--- src/core/rmac_pkg.sv ---
package rmac_pkg;

    // ------------------------------------------------------------
    // clock and timing
    // ------------------------------------------------------------
    localparam int CLK_PERIOD_NS = 5;
    // gain-step settling before the comparator is trusted (least time)
    localparam int SETTLE_NS = 2000;
    localparam int SETTLE_CYC = (SETTLE_NS + CLK_PERIOD_NS - 1) / CLK_PERIOD_NS;
    // scan periods per rate, 5 / 12.5 / 15 / 25 / 30 / 100 samples per second
    localparam int SCAN_NS_5 = 200000000;
    localparam int SCAN_NS_12P5 = 80000000;
    localparam int SCAN_NS_15 = 66666667;
    localparam int SCAN_NS_25 = 40000000;
    localparam int SCAN_NS_30 = 33333334;
    localparam int SCAN_NS_100 = 10000000;
    localparam int SCAN_CNT_W = 26;

    // ------------------------------------------------------------
    // register map (byte addresses)
    // ------------------------------------------------------------
    localparam logic [7:0] CMD_OFS = 8'h00;
    localparam logic [7:0] OFFSET_OFS = 8'h04;
    localparam logic [7:0] STATUS_OFS = 8'h08;
    localparam logic [7:0] RESULT_OFS = 8'h0c;
    localparam logic [7:0] CONFIG_OFS = 8'h10;

    // command fields
    localparam int CMD_ADDR_LSB = 0;
    localparam int CMD_GAIN_LSB = 9;
    localparam int CMD_AUTO_BIT = 13;
    localparam int CMD_ZSUP_BIT = 14;
    localparam int CMD_W = 15;
    // status fields
    localparam int ST_DONE_BIT = 0;
    localparam int ST_BUSY_BIT = 1;
    localparam int ST_SAT_BIT = 2;
    localparam int ST_ERR_BIT = 3;
    // result fields
    localparam int RES_GAIN_LSB = 12;
    localparam int RES_SAT_BIT = 16;
    localparam int RES_DONE_BIT = 17;
    // config fields
    localparam int CFG_RATE_W = 3;

    // reset values
    localparam logic [14:0] CMD_RST = 15'h0000;
    localparam logic [14:0] OFFSET_RST = 15'h0000;
    localparam logic [2:0] RATE_RST = 3'h5;

    // ------------------------------------------------------------
    // gain and channel figures
    // ------------------------------------------------------------
    localparam logic [3:0] GAIN_MAX = 4'hb;
    localparam logic [4:0] ZSUP_STEPS = 5'h03;
    localparam int MAX_CHANNELS = 512;
    localparam int GROUP_SIZE = 8;

    // ------------------------------------------------------------
    // types
    // ------------------------------------------------------------
    typedef struct packed {
        logic zsup;
        logic autor;
        logic [3:0] gain;
        logic [8:0] addr;
    } rmac_cmd_type;

    typedef struct packed {
        logic sat;
        logic [3:0] gain;
        logic [11:0] data;
    } rmac_result_type;

    typedef enum logic [2:0] {
        S_IDLE,
        S_PACE,
        S_SETTLE,
        S_RANGE,
        S_START,
        S_CONVERT
    } rmac_state_type;

endpackage

--- src/core/rmac_top.sv ---
// The implementer's own choices: the address map and the APB register port.
`timescale 1ns/10ps
module rmac_top
    import rmac_pkg::*;
#(
    parameter int NUM_CHANNELS = MAX_CHANNELS,
    parameter int unsigned SCAN_CYC_5 = SCAN_NS_5 / CLK_PERIOD_NS,
    parameter int unsigned SCAN_CYC_12P5 = SCAN_NS_12P5 / CLK_PERIOD_NS,
    parameter int unsigned SCAN_CYC_15 = SCAN_NS_15 / CLK_PERIOD_NS,
    parameter int unsigned SCAN_CYC_25 = SCAN_NS_25 / CLK_PERIOD_NS,
    parameter int unsigned SCAN_CYC_30 = SCAN_NS_30 / CLK_PERIOD_NS,
    parameter int unsigned SCAN_CYC_100 = SCAN_NS_100 / CLK_PERIOD_NS
) (
    input wire logic REF_CLK_I,
    input wire logic RST_N_I,
    // apb slave
    input wire logic PSEL_I,
    input wire logic PENABLE_I,
    input wire logic PWRITE_I,
    input wire logic [7:0] PADDR_I,
    input wire logic [31:0] PWDATA_I,
    input wire logic [3:0] PSTRB_I,
    output logic [31:0] PRDATA_O,
    output logic PREADY_O,
    output logic PSLVERR_O,
    output logic IRQ_O,
    // analog_input_subsystem side
    output logic [7:0] CHAN_SEL_O,
    output logic [7:0] MOD_SEL_O,
    output logic [7:0] GROUP_SEL_O,
    output logic [3:0] GAIN_O,
    output logic [14:0] DAC_DATA_O,
    output logic DAC_LOAD_O,
    output logic ADC_START_O,
    input wire logic COMP_LOW_I,
    input wire logic OVERRANGE_I,
    input wire logic ADC_DONE_I,
    input wire logic [11:0] ADC_DATA_I
);
    // ------------------------------------------------------------
    // elaboration checks
    // ------------------------------------------------------------
    if (NUM_CHANNELS < GROUP_SIZE || NUM_CHANNELS > MAX_CHANNELS ||
        NUM_CHANNELS % GROUP_SIZE != 0) begin : g_bad_chan
        $error("NUM_CHANNELS must be a multiple of 8 from 8 to 512");
    end
    if (SCAN_CYC_5 >= (1 << SCAN_CNT_W) || SCAN_CYC_100 < SETTLE_CYC) begin : g_bad_scan
        $error("scan period counts out of range");
    end

    // ------------------------------------------------------------
    // functions
    // ------------------------------------------------------------
    function automatic logic [7:0] onehot8(input logic [2:0] idx);
        onehot8 = 8'h01 << idx;
    endfunction
    function automatic logic [31:0] merge(input logic [31:0] old, input logic [31:0] wd,
                                          input logic [3:0] strb);
        for (int b = 0; b < 4; b++) begin
            merge[8*b +: 8] = strb[b] ? wd[8*b +: 8] : old[8*b +: 8];
        end
    endfunction
    function automatic logic [SCAN_CNT_W-1:0] scan_limit(input logic [2:0] rate);
        case (rate)
            3'h0: scan_limit = SCAN_CNT_W'(SCAN_CYC_5 - 1);
            3'h1: scan_limit = SCAN_CNT_W'(SCAN_CYC_12P5 - 1);
            3'h2: scan_limit = SCAN_CNT_W'(SCAN_CYC_15 - 1);
            3'h3: scan_limit = SCAN_CNT_W'(SCAN_CYC_25 - 1);
            3'h4: scan_limit = SCAN_CNT_W'(SCAN_CYC_30 - 1);
            default: scan_limit = SCAN_CNT_W'(SCAN_CYC_100 - 1);
        endcase
    endfunction

    // ------------------------------------------------------------
    // pin synchronisers
    // ------------------------------------------------------------
    logic [14:0] pins_s;
    logic comp_low_s, overrange_s, adc_done_s;
    logic [11:0] adc_data_s;
    rmac_sync #(.W(15)) u_sync (
        .clk_i(REF_CLK_I),
        .rst_n_i(RST_N_I),
        .d_i({COMP_LOW_I, OVERRANGE_I, ADC_DONE_I, ADC_DATA_I}),
        .q_o(pins_s)
    );
    assign {comp_low_s, overrange_s, adc_done_s, adc_data_s} = pins_s;

    // ------------------------------------------------------------
    // state
    // ------------------------------------------------------------
    rmac_state_type state_reg, state_next;
    rmac_cmd_type cmd_reg, cmd_next;
    rmac_result_type result_reg, result_next;
    logic [14:0] offset_reg, offset_next;
    logic [2:0] rate_reg, rate_next;
    logic done_reg, done_next, err_reg, err_next;
    logic sat_run_reg, sat_run_next, done_prev_reg, done_prev_next;
    logic [SCAN_CNT_W-1:0] pace_reg, pace_next;
    logic [15:0] settle_reg, settle_next;
    logic [3:0] gain_reg, gain_next;
    logic [7:0] chan_sel_reg, chan_sel_next;
    logic [7:0] mod_sel_reg, mod_sel_next;
    logic [7:0] group_sel_reg, group_sel_next;
    logic [14:0] dac_reg, dac_next;
    logic dac_load_reg, dac_load_next, start_reg, start_next;
    logic [31:0] prdata_reg, prdata_next;
    logic pready_reg, pready_next, pslverr_reg, pslverr_next;
    logic access, wr_cmd, rd_result, pace_tick;
    rmac_cmd_type wcmd;
    logic [4:0] gain_sum;
    logic [3:0] base_gain;
    // apb access phase: answered with one wait state
    assign access = PSEL_I && PENABLE_I && !pready_reg;
    assign wr_cmd = access && PWRITE_I && PADDR_I == CMD_OFS;
    assign rd_result = access && !PWRITE_I && PADDR_I == RESULT_OFS;
    assign wcmd = rmac_cmd_type'(CMD_W'(merge({17'h0, cmd_reg}, PWDATA_I, PSTRB_I)));
    assign pace_tick = pace_reg == '0;

    // ------------------------------------------------------------
    // register bus
    // ------------------------------------------------------------
    always_comb begin
        offset_next = offset_reg;
        rate_next = rate_reg;
        prdata_next = prdata_reg;
        pslverr_next = 1'b0;
        pready_next = access;
        if (access) begin
            prdata_next = 32'h0000_0000;
            if (PWRITE_I) begin
                case (PADDR_I)
                    CMD_OFS, STATUS_OFS, RESULT_OFS: ; // command taken by the sequencer; status and result writes are ignored
                    OFFSET_OFS: offset_next =
                        15'(merge({17'h0, offset_reg}, PWDATA_I, PSTRB_I));
                    CONFIG_OFS: rate_next =
                        CFG_RATE_W'(merge({29'h0, rate_reg}, PWDATA_I, PSTRB_I));
                    default: pslverr_next = 1'b1;
                endcase
            end else begin
                case (PADDR_I)
                    CMD_OFS: prdata_next = {17'h0, cmd_reg};
                    OFFSET_OFS: prdata_next = {17'h0, offset_reg};
                    CONFIG_OFS: prdata_next = {29'h0, rate_reg};
                    STATUS_OFS: begin
                        prdata_next[ST_DONE_BIT] = done_reg;
                        prdata_next[ST_BUSY_BIT] = state_reg != S_IDLE;
                        prdata_next[ST_SAT_BIT] = result_reg.sat;
                        prdata_next[ST_ERR_BIT] = err_reg;
                    end
                    RESULT_OFS: prdata_next[RES_DONE_BIT:0] = {done_reg, result_reg};
                    default: pslverr_next = 1'b1;
                endcase
            end
        end
    end

    always_ff @(posedge REF_CLK_I) begin
        if (!RST_N_I) begin
            offset_reg <= OFFSET_RST;
            rate_reg <= RATE_RST;
            prdata_reg <= 32'h0000_0000;
            pready_reg <= 1'b0;
            pslverr_reg <= 1'b0;
        end else begin
            offset_reg <= offset_next;
            rate_reg <= rate_next;
            prdata_reg <= prdata_next;
            pready_reg <= pready_next;
            pslverr_reg <= pslverr_next;
        end
    end

    // ------------------------------------------------------------
    // conversion sequencer
    // ------------------------------------------------------------
    // starting gain: commanded, or unity when auto; suppression adds three binary steps
    always_comb begin
        base_gain = cmd_reg.autor ? 4'h0 :
            ((cmd_reg.gain > GAIN_MAX) ? GAIN_MAX : cmd_reg.gain);
        gain_sum = {1'b0, base_gain} + (cmd_reg.zsup ? ZSUP_STEPS : 5'h00);
    end
    always_comb begin
        state_next = state_reg;
        cmd_next = cmd_reg;
        result_next = result_reg;
        done_next = done_reg;
        err_next = err_reg;
        sat_run_next = sat_run_reg;
        done_prev_next = adc_done_s;
        settle_next = settle_reg;
        gain_next = gain_reg;
        chan_sel_next = chan_sel_reg;
        mod_sel_next = mod_sel_reg;
        group_sel_next = group_sel_reg;
        dac_next = dac_reg;
        dac_load_next = 1'b0;
        start_next = 1'b0;
        // free-running pacer, also gates when the relays may be switched
        pace_next = pace_tick ? scan_limit(rate_reg) : pace_reg - 1'b1;
        // a read clears availability; a completion in the same cycle wins
        if (rd_result) begin
            done_next = 1'b0;
        end
        case (state_reg)
            S_IDLE: begin
                if (wr_cmd) begin
                    err_next = int'(wcmd.addr) >= NUM_CHANNELS;
                    if (!err_next) begin
                        cmd_next = wcmd;
                        state_next = S_PACE;
                    end
                end
            end
            S_PACE: begin
                if (pace_tick) begin
                    chan_sel_next = onehot8(cmd_reg.addr[2:0]);
                    mod_sel_next = onehot8(cmd_reg.addr[5:3]);
                    group_sel_next = onehot8(cmd_reg.addr[8:6]);
                    gain_next = (gain_sum > {1'b0, GAIN_MAX}) ? GAIN_MAX : gain_sum[3:0];
                    if (cmd_reg.zsup) begin
                        dac_next = offset_reg;
                        dac_load_next = 1'b1;
                    end
                    settle_next = 16'(SETTLE_CYC - 1);
                    state_next = S_SETTLE;
                end
            end
            S_SETTLE: begin
                if (settle_reg == 16'h0000) begin
                    state_next = S_RANGE;
                end else begin
                    settle_next = settle_reg - 1'b1;
                end
            end
            S_RANGE: begin
                if (cmd_reg.autor && comp_low_s && gain_reg != GAIN_MAX) begin
                    gain_next = gain_reg + 1'b1;
                    settle_next = 16'(SETTLE_CYC - 1);
                    state_next = S_SETTLE;
                end else begin
                    start_next = 1'b1;
                    sat_run_next = 1'b0;
                    state_next = S_START;
                end
            end
            S_START: begin
                // wait for the converter to drop busy-done from any earlier run
                if (!adc_done_s) begin
                    state_next = S_CONVERT;
                end
                sat_run_next = sat_run_reg | overrange_s;
            end
            S_CONVERT: begin
                sat_run_next = sat_run_reg | overrange_s;
                if (adc_done_s && !done_prev_reg) begin
                    result_next.data = adc_data_s;
                    result_next.gain = gain_reg;
                    result_next.sat = sat_run_reg | overrange_s;
                    done_next = 1'b1;
                    state_next = S_IDLE;
                end
            end
            default: state_next = S_IDLE;
        endcase
    end

    // sequencer registers, cleared by the synchronous reset
    always_ff @(posedge REF_CLK_I) begin
        if (!RST_N_I) begin
            state_reg <= S_IDLE;
            cmd_reg <= rmac_cmd_type'(CMD_RST);
            result_reg <= '0;
            done_reg <= 1'b0;
            err_reg <= 1'b0;
            sat_run_reg <= 1'b0;
            done_prev_reg <= 1'b0;
            pace_reg <= '0;
            settle_reg <= 16'h0000;
            gain_reg <= 4'h0;
            chan_sel_reg <= 8'h00;
            mod_sel_reg <= 8'h00;
            group_sel_reg <= 8'h00;
            dac_reg <= 15'h0000;
            dac_load_reg <= 1'b0;
            start_reg <= 1'b0;
        end else begin
            state_reg <= state_next;
            cmd_reg <= cmd_next;
            result_reg <= result_next;
            done_reg <= done_next;
            err_reg <= err_next;
            sat_run_reg <= sat_run_next;
            done_prev_reg <= done_prev_next;
            pace_reg <= pace_next;
            settle_reg <= settle_next;
            gain_reg <= gain_next;
            chan_sel_reg <= chan_sel_next;
            mod_sel_reg <= mod_sel_next;
            group_sel_reg <= group_sel_next;
            dac_reg <= dac_next;
            dac_load_reg <= dac_load_next;
            start_reg <= start_next;
        end
    end

    // ------------------------------------------------------------
    // outputs, all straight from flip-flops
    // ------------------------------------------------------------
    assign PRDATA_O = prdata_reg;
    assign PREADY_O = pready_reg;
    assign PSLVERR_O = pslverr_reg;
    assign IRQ_O = done_reg;
    assign CHAN_SEL_O = chan_sel_reg;
    assign MOD_SEL_O = mod_sel_reg;
    assign GROUP_SEL_O = group_sel_reg;
    assign GAIN_O = gain_reg;
    assign DAC_DATA_O = dac_reg;
    assign DAC_LOAD_O = dac_load_reg;
    assign ADC_START_O = start_reg;

endmodule

--- src/core/rmac_sync.sv ---
`timescale 1ns/10ps
// ------------------------------------------------------------
// three-stage pin synchroniser, change taken when stages 2 and 3 agree
// ------------------------------------------------------------
module rmac_sync #(
    parameter int W = 1
) (
    input wire logic clk_i,
    input wire logic rst_n_i,
    input wire logic [W-1:0] d_i,
    output logic [W-1:0] q_o
);
    logic [W-1:0] s1_reg;
    logic [W-1:0] s2_reg;
    logic [W-1:0] s3_reg;
    logic [W-1:0] q_reg;
    logic [W-1:0] q_next;

    // per bit: only a value seen twice in a row passes, filters one-cycle glitches
    always_comb begin
        for (int i = 0; i < W; i++) begin
            q_next[i] = (s2_reg[i] == s3_reg[i]) ? s3_reg[i] : q_reg[i];
        end
    end

    // first stage feeds only the second
    always_ff @(posedge clk_i) begin
        if (!rst_n_i) begin
            s1_reg <= '0;
            s2_reg <= '0;
            s3_reg <= '0;
            q_reg <= '0;
        end else begin
            s1_reg <= d_i;
            s2_reg <= s1_reg;
            s3_reg <= s2_reg;
            q_reg <= q_next;
        end
    end

    assign q_o = q_reg;
endmodule

--- config.mk ---
export PLATFORM = sky130hd
export DESIGN_NAME = rmac_top
export DESIGN_NICKNAME = d
export VERILOG_FILES = /design/src/core/rmac_pkg.sv /design/src/core/rmac_top.sv /design/src/core/rmac_sync.sv
export SDC_FILE = /design/constraint.sdc
export NUM_CORES = 1
export LEC_CHECK = 0
export ABC_CLOCK_PERIOD_IN_PS = 2560
export BUFFER_PORTS_ARGS = -buffer_cell sky130_fd_sc_hd__buf_4
export CORE_MARGIN = 5
export CORE_UTILIZATION = 51
export DETAILED_ROUTE_END_ITERATION = 8
export GPL_ROUTABILITY_DRIVEN = 0
export GPL_TIMING_DRIVEN = 0
export PLACE_DENSITY_LB_ADDON = 0.1
export SYNTH_ARGS = -nofsm -noshare
export SYNTH_HDL_FRONTEND = slang
export SYNTH_HIERARCHICAL = 1
export SYNTH_SLANG_ARGS = --single-unit
export TNS_END_PERCENT = 30
--- constraint.sdc ---
create_clock -name REF_CLK_I -period 2.56 [get_ports REF_CLK_I]
set_input_delay 0.256 -clock REF_CLK_I [delete_from_list [all_inputs] [get_ports REF_CLK_I]]
set_output_delay 0.256 -clock REF_CLK_I [all_outputs]
set_load 0.02 [all_outputs]
== Word level (Yosys, flattened, before mapping) ==
Index checks and enable logic that the tools add are counted.
Widths: inputs -> output; s select.

* Bits of input ports: 64
* Logic and storage cells: 161
* Output and inout port bits: 80
* Register bits after elaboration: 237

* Muxes and demuxes: 31
* Equal/unequal tests: 37
* Shifts and indexed selects: 3
* Order comparisons: 2
* Bitwise logic cells: 1
* $add $sub $neg: 4
* Reduce and logical (&&, ||, !) cells: 38

{| class="wikitable"
|+ Operator list
! operator !! count
|-
| $pmux 26 s5 || 1
|-
| $mux 16 || 3
|-
| $pmux 16 s3 || 1
|-
| $pmux 14 s3 || 1
|-
| $logic_not 26->1 || 1
|-
| $mux 26 || 1
|-
| $sub 26x1->26 const B || 1
|-
| $shl 1x3->8 const A || 3
|-
| $mux 4 || 5
|-
| $pmux 4 s5 || 1
|-
| $mux 18 || 1
|-
| $mux 3 || 6
|-
| $pmux 3 s6 || 1
|-
| $eq 8x4->1 const B || 2
|-
| $logic_not 16->1 || 1
|-
| $ne 2x2->1 const B || 8
|-
| $reduce_and 4->1 || 4
|-
| $sub 16x1->16 const B || 1
|-
| $eq 1x1->1 || 15
|-
| $reduce_and 3->1 || 5
|-
| $eq 3x2->1 const B || 4
|-
| $reduce_and 2->1 || 5
|-
| $eq 3x3->1 const B || 3
|-
| $logic_and 1x1->1 || 9
|-
| 21 further kinds || 33
|}

== Longest topological paths before layout ==
* Word-level depth: 8
* Depth in mapped cells: 10
* Depth with buffers taken out: 9

== Cells and area by module ==
The synthesis kept the hierarchy.

{| class="wikitable"
|+ Modules (own cells, without submodules)
! module !! sequential area each (µm²) !! times used !! area each (µm²) !! cells each
|-
| rmac_top || 3263.1 || 1 || 7664.9 || 902
|-
| rmac_sync || 1201.2 || 1 || 1761.7 || 156
|}

== Least setup slack after synthesis ==
Ideal clock, no wire load.

* Path type: flip-flop to flip-flop
* Start: register pace_reg[0]
* End: register gain_reg[3], in the netlist GAIN_O[3]
* Data required time: 2.445 ns
* Buffers on the path: 2
* Cell stages (with the launch flop): 10
* Clock period less this slack: 2.587 ns
* Setup time: 0.115 ns
* Arrival time: 2.473 ns
* Slack: -0.027 ns
* Cells stage by stage: dfxtp_1 -> inv_1 -> ha_1 -> or4b_1 -> clkbuf_1 -> or4_4 -> buf_6 -> or4_4 -> a22o_1 -> o21a_1

* Longest elaborated chain between the ends: 3

{| class="wikitable"
|+ RTL lines
! item !! line !! text
|-
| start, declared || rmac_top.sv:98 || <nowiki>logic [SCAN_CNT_W-1:0] pace_reg, pace_next;</nowiki>
|-
| start signal, assigned || rmac_top.sv:294 || <nowiki>pace_reg <= pace_next;</nowiki>
|-
| $logic_not 26->1 || rmac_top.sv:117 || <nowiki>assign pace_tick = pace_reg == '0;</nowiki>
|-
| $ne 2x2->1 (no source line) || n/a ||
|-
| $reduce_and 3->1 (no source line) || n/a ||
|-
| end signal, assigned || rmac_top.sv:296 || <nowiki>gain_reg <= gain_next;</nowiki>
|-
| end, declared || rmac_top.sv:100 || <nowiki>logic [3:0] gain_reg, gain_next;</nowiki>
|}

Every way passes these cells.
A chain may end at the register's enable or synchronous reset.

== Worst setup path after layout ==
* Start: register pace_reg[1]
* End: register gain_reg[3], in the netlist GAIN_O[3]

The elaborated chain is that of the path after synthesis.

==> results.md <==
* Outcome: complete, but fails checks
* Failing checks: negative setup slack
* Clock tree buffer depth at 3
* CP required at 2.97 ns
* HP Class: input pin to flop
* Core footprint at 0.0181 mm²
* EDFF count, synth at 0
* CTS tree: done
* Placed instance count at 1,408
* Post-synthesis sequential area ratio at 0.474
* RSZ-0062 raised after global routing: true
* Clock sinks at 223
* CTS clk-pin slew, worst paths at about 0.06 ns
* Fin crit period at 2.57 ns
* Final WL at 26,000 µm
* DR vias at about 8,400
* Comb pwr share at 0.281
* Die Wd at 146 µm
* Vias per inst at 5.63
* FMAX at 389 MHz
* Clock power share at 0.341
* Syn avg cell area at a little under 9 µm²
* Final worst-path setup slack at -0.00839 ns
* Worst Setup End Kind: flop
* Post-Layout Cell Count at 1,495
* Post-Syn Instances at 1,058
* Post-synth cell types at 69
* Slew margin rel. at 0.455
* Htree depth at 1
* Post-DR wirelength/cell at 17.4 µm
* Setup Viol. Count Final at 1
* Top-area cell type share of the netlist area at 0.474
* Final hold vios at 0
* Root buffer cell: clkbuf_16
* MaxCap Viol Count at 0
* Sw power at between 3000 and 4000 µW
* Sequential power share at 0.377
* Rows at 49
* Yosys warning count at 6
* DR iter-0 viols at 525
* Largest cells by area after synthesis: dfxtp_1 47%, a21oi_1 5.0%, nand2_1 4.1%
* Layout cell share with drive strength beyond 1 at 0.212
* Max reg flops at 26
* Place WS at -0.552 ns
* Largest net degree at the start of global routing at 15
* Worst Skew at ~0.023 ns
* Ys async rst share at 0
* Initial antenna violation count at 0
* Pins Over Slew Limit at 0
* Cell area after synthesis at 0.00943 mm²
* Antenna Violating Nets Remaining at 0
* Most common library cells after synthesis: 223 x dfxtp_1, 102 x nand2_1, 95 x a21oi_1
* Pleak at ~0.0048 µW
* Tot Pwr at 10,600 µW
* Global-route wire length before repair at 41,900 µm
* Ant. Diodes at 0
* CP arrival at 2.98 ns
* Yosys reg bits at 223
* Tightest Pin Transition at just over 0.8 ns
* Final nets at 1,319
* HPWL after DPL at between 15,000 and 20,000 µm
* Top-count cell post-synth: dfxtp_1
* IO Pins at 144
* Dominant synthesized flop cell: dfxtp_1
* Gr usage total at 0.235
* Worst-Skew Late Latency at 0.54 ns
* Critical path type: flop to flop
* Cell taking the most area after synthesis: dfxtp_1
* Worst-path fanout max at 8
* Peak VDD IR at 534 µV
* DRT Pass-1 Iters at 5
* Initial Utilization at 0.521
* Pint at 7190 µW
* Cell Pwr Density at 876 mW/mm²
* Fin crit share at 1.00
* Worst Setup Start Kind: flop
* Vias in the first global route at around 8,000
* Sw Share at 0.320
* # port buffers at ~110
* # DRC at 0
* Die Span Y at 146 µm
* Die footprint at 0.0213 mm²
* CTS Buf Count at 24
* Grt ovf at 0
* Layout area overhead at 28.2%
repair_timing:
item	4_1_cts	5_1_grt
buffers inserted	10	6
hold endpoints to repair	50	0
gates resized for setup	46	31
hold buffers	31	0
cloned	1	0
endpoints found under the setup margin	80	83
pin swaps	25	6
placed cells by master (no fill, tap or decap), types with 6 or more instances in the layout:
cell,synthesis,layout
buf_4,17,140
a21oi_1,95,92
clkbuf_8,0,7
nor2_1,85,84
xnor2_1,12,12
clkbuf_2,5,10
nand2b_1,7,7
or3_1,6,6
and2_1,48,48
inv_1,9,7
o31ai_2,1,6
clkbuf_16,0,24
dfxtp_1,223,219
mux2i_1,36,36
nand2_1,102,102
nand4b_1,10,10
o31ai_1,13,8
o21ai_0,51,47
or4_1,24,19
nand3_1,34,34
dlygate4sd3_1,0,31
clkbuf_1,61,48
conb_1,1,14
or4_4,3,8
nor2b_1,8,8
clkinv_2,0,6
nor4_1,13,11
a211oi_1,10,9
nor3_1,21,20
a21boi_1,15,15
a22oi_1,14,14
a2bb2oi_1,10,10
mux2_2,16,16
nand4_1,12,12
a31oi_1,8,7
nand3b_1,7,7
power by group through the flow:
stage / registers [µW] / clock network [µW] / logic (µW)
final: 3990 / 3610 / 2980
after global routing: 4030 / 3810 / 3220
after CTS: 3970 / 3650 / 2720
after detailed placement: 4040 / 0 / 2350
after global placement: 4030 / 0 / 2310
after floorplan: 3980 / 0 / 1840
critical path, stage by stage, from the launching register on:
cell,delay (ns)
dfxtp_2,0.32
inv_2,0.06
ha_4,0.12
or4b_4,0.45
clkbuf_8,0.17
or4_4,0.50
or4_4,0.46
a22o_1,0.19
o21a_1,0.17
cells by family (layout without fill, tap and decap cells):
kind of cell / Yosys count / after routing / share of synthesized area
buffers and inverters: 104 / 299 / 0.0504
adder cells (fa/ha/maj): 6 / 6 / 0.00876
multiplexers: 52 / 52 / 0.0573
AO/OA/AOI/OAI: 244 / 244 / 0.160
other: 1 / 14 / 0.000398
flip-flops: 223 / 223 / 0.474
AND/OR/NAND/NOR: 412 / 412 / 0.235
XOR/XNOR: 16 / 16 / 0.0149
path summary, 6_finish.rpt:
| check | endpoint | cells after the start | slack, ns | start |
|---|---|---|---|---|
| worst min-delay path | u_sync/s2_reg[5] | 2 | 0.05 | RST_N_I |
| worst min register to register | u_sync/s2_reg[11] | 1 | 0.43 | u_sync/s1_reg[11] |
| worst max register to register | GAIN_O[3] | 8 | -0.008 | pace_reg[1] |
| worst max-delay path | GAIN_O[3] | 8 | -0.008 | pace_reg[1] |
layer usage:
metal	share of wire	wire, µm	GRT usage
met4	0.028	722	0.0665
met1	0.44	11500	0.328
met5	0	0	0
met3	0.064	1670	0.0417
met2	0.46	12000	0.377
final cells by class:
type,count,area (µm²)
plain buffers,90,483
fillers,1528,6000
well taps,229,287
inverters,10,37.5
flip-flops and latches,223,4470
clock inverters,13,173
repair buffers,156,1270
multi-input cells,744,4700
clock buffers,30,663
per-stage QoR:
stage	hold WS [ns]	area (µm²)	utilization	TNS, ns
finish	0.0459	12100	0.668	-0.00839
global route	0.0473	12100	0.668	-0.169
CTS	0.0395	12000	0.662	-0.0775
detailed placement	0.419	10600	0.585	-26.20
global placement	0.416	10600	0.585	-21.32
floorplan	0.381	9480	-	0
Power figures use the tool's default switching activity.
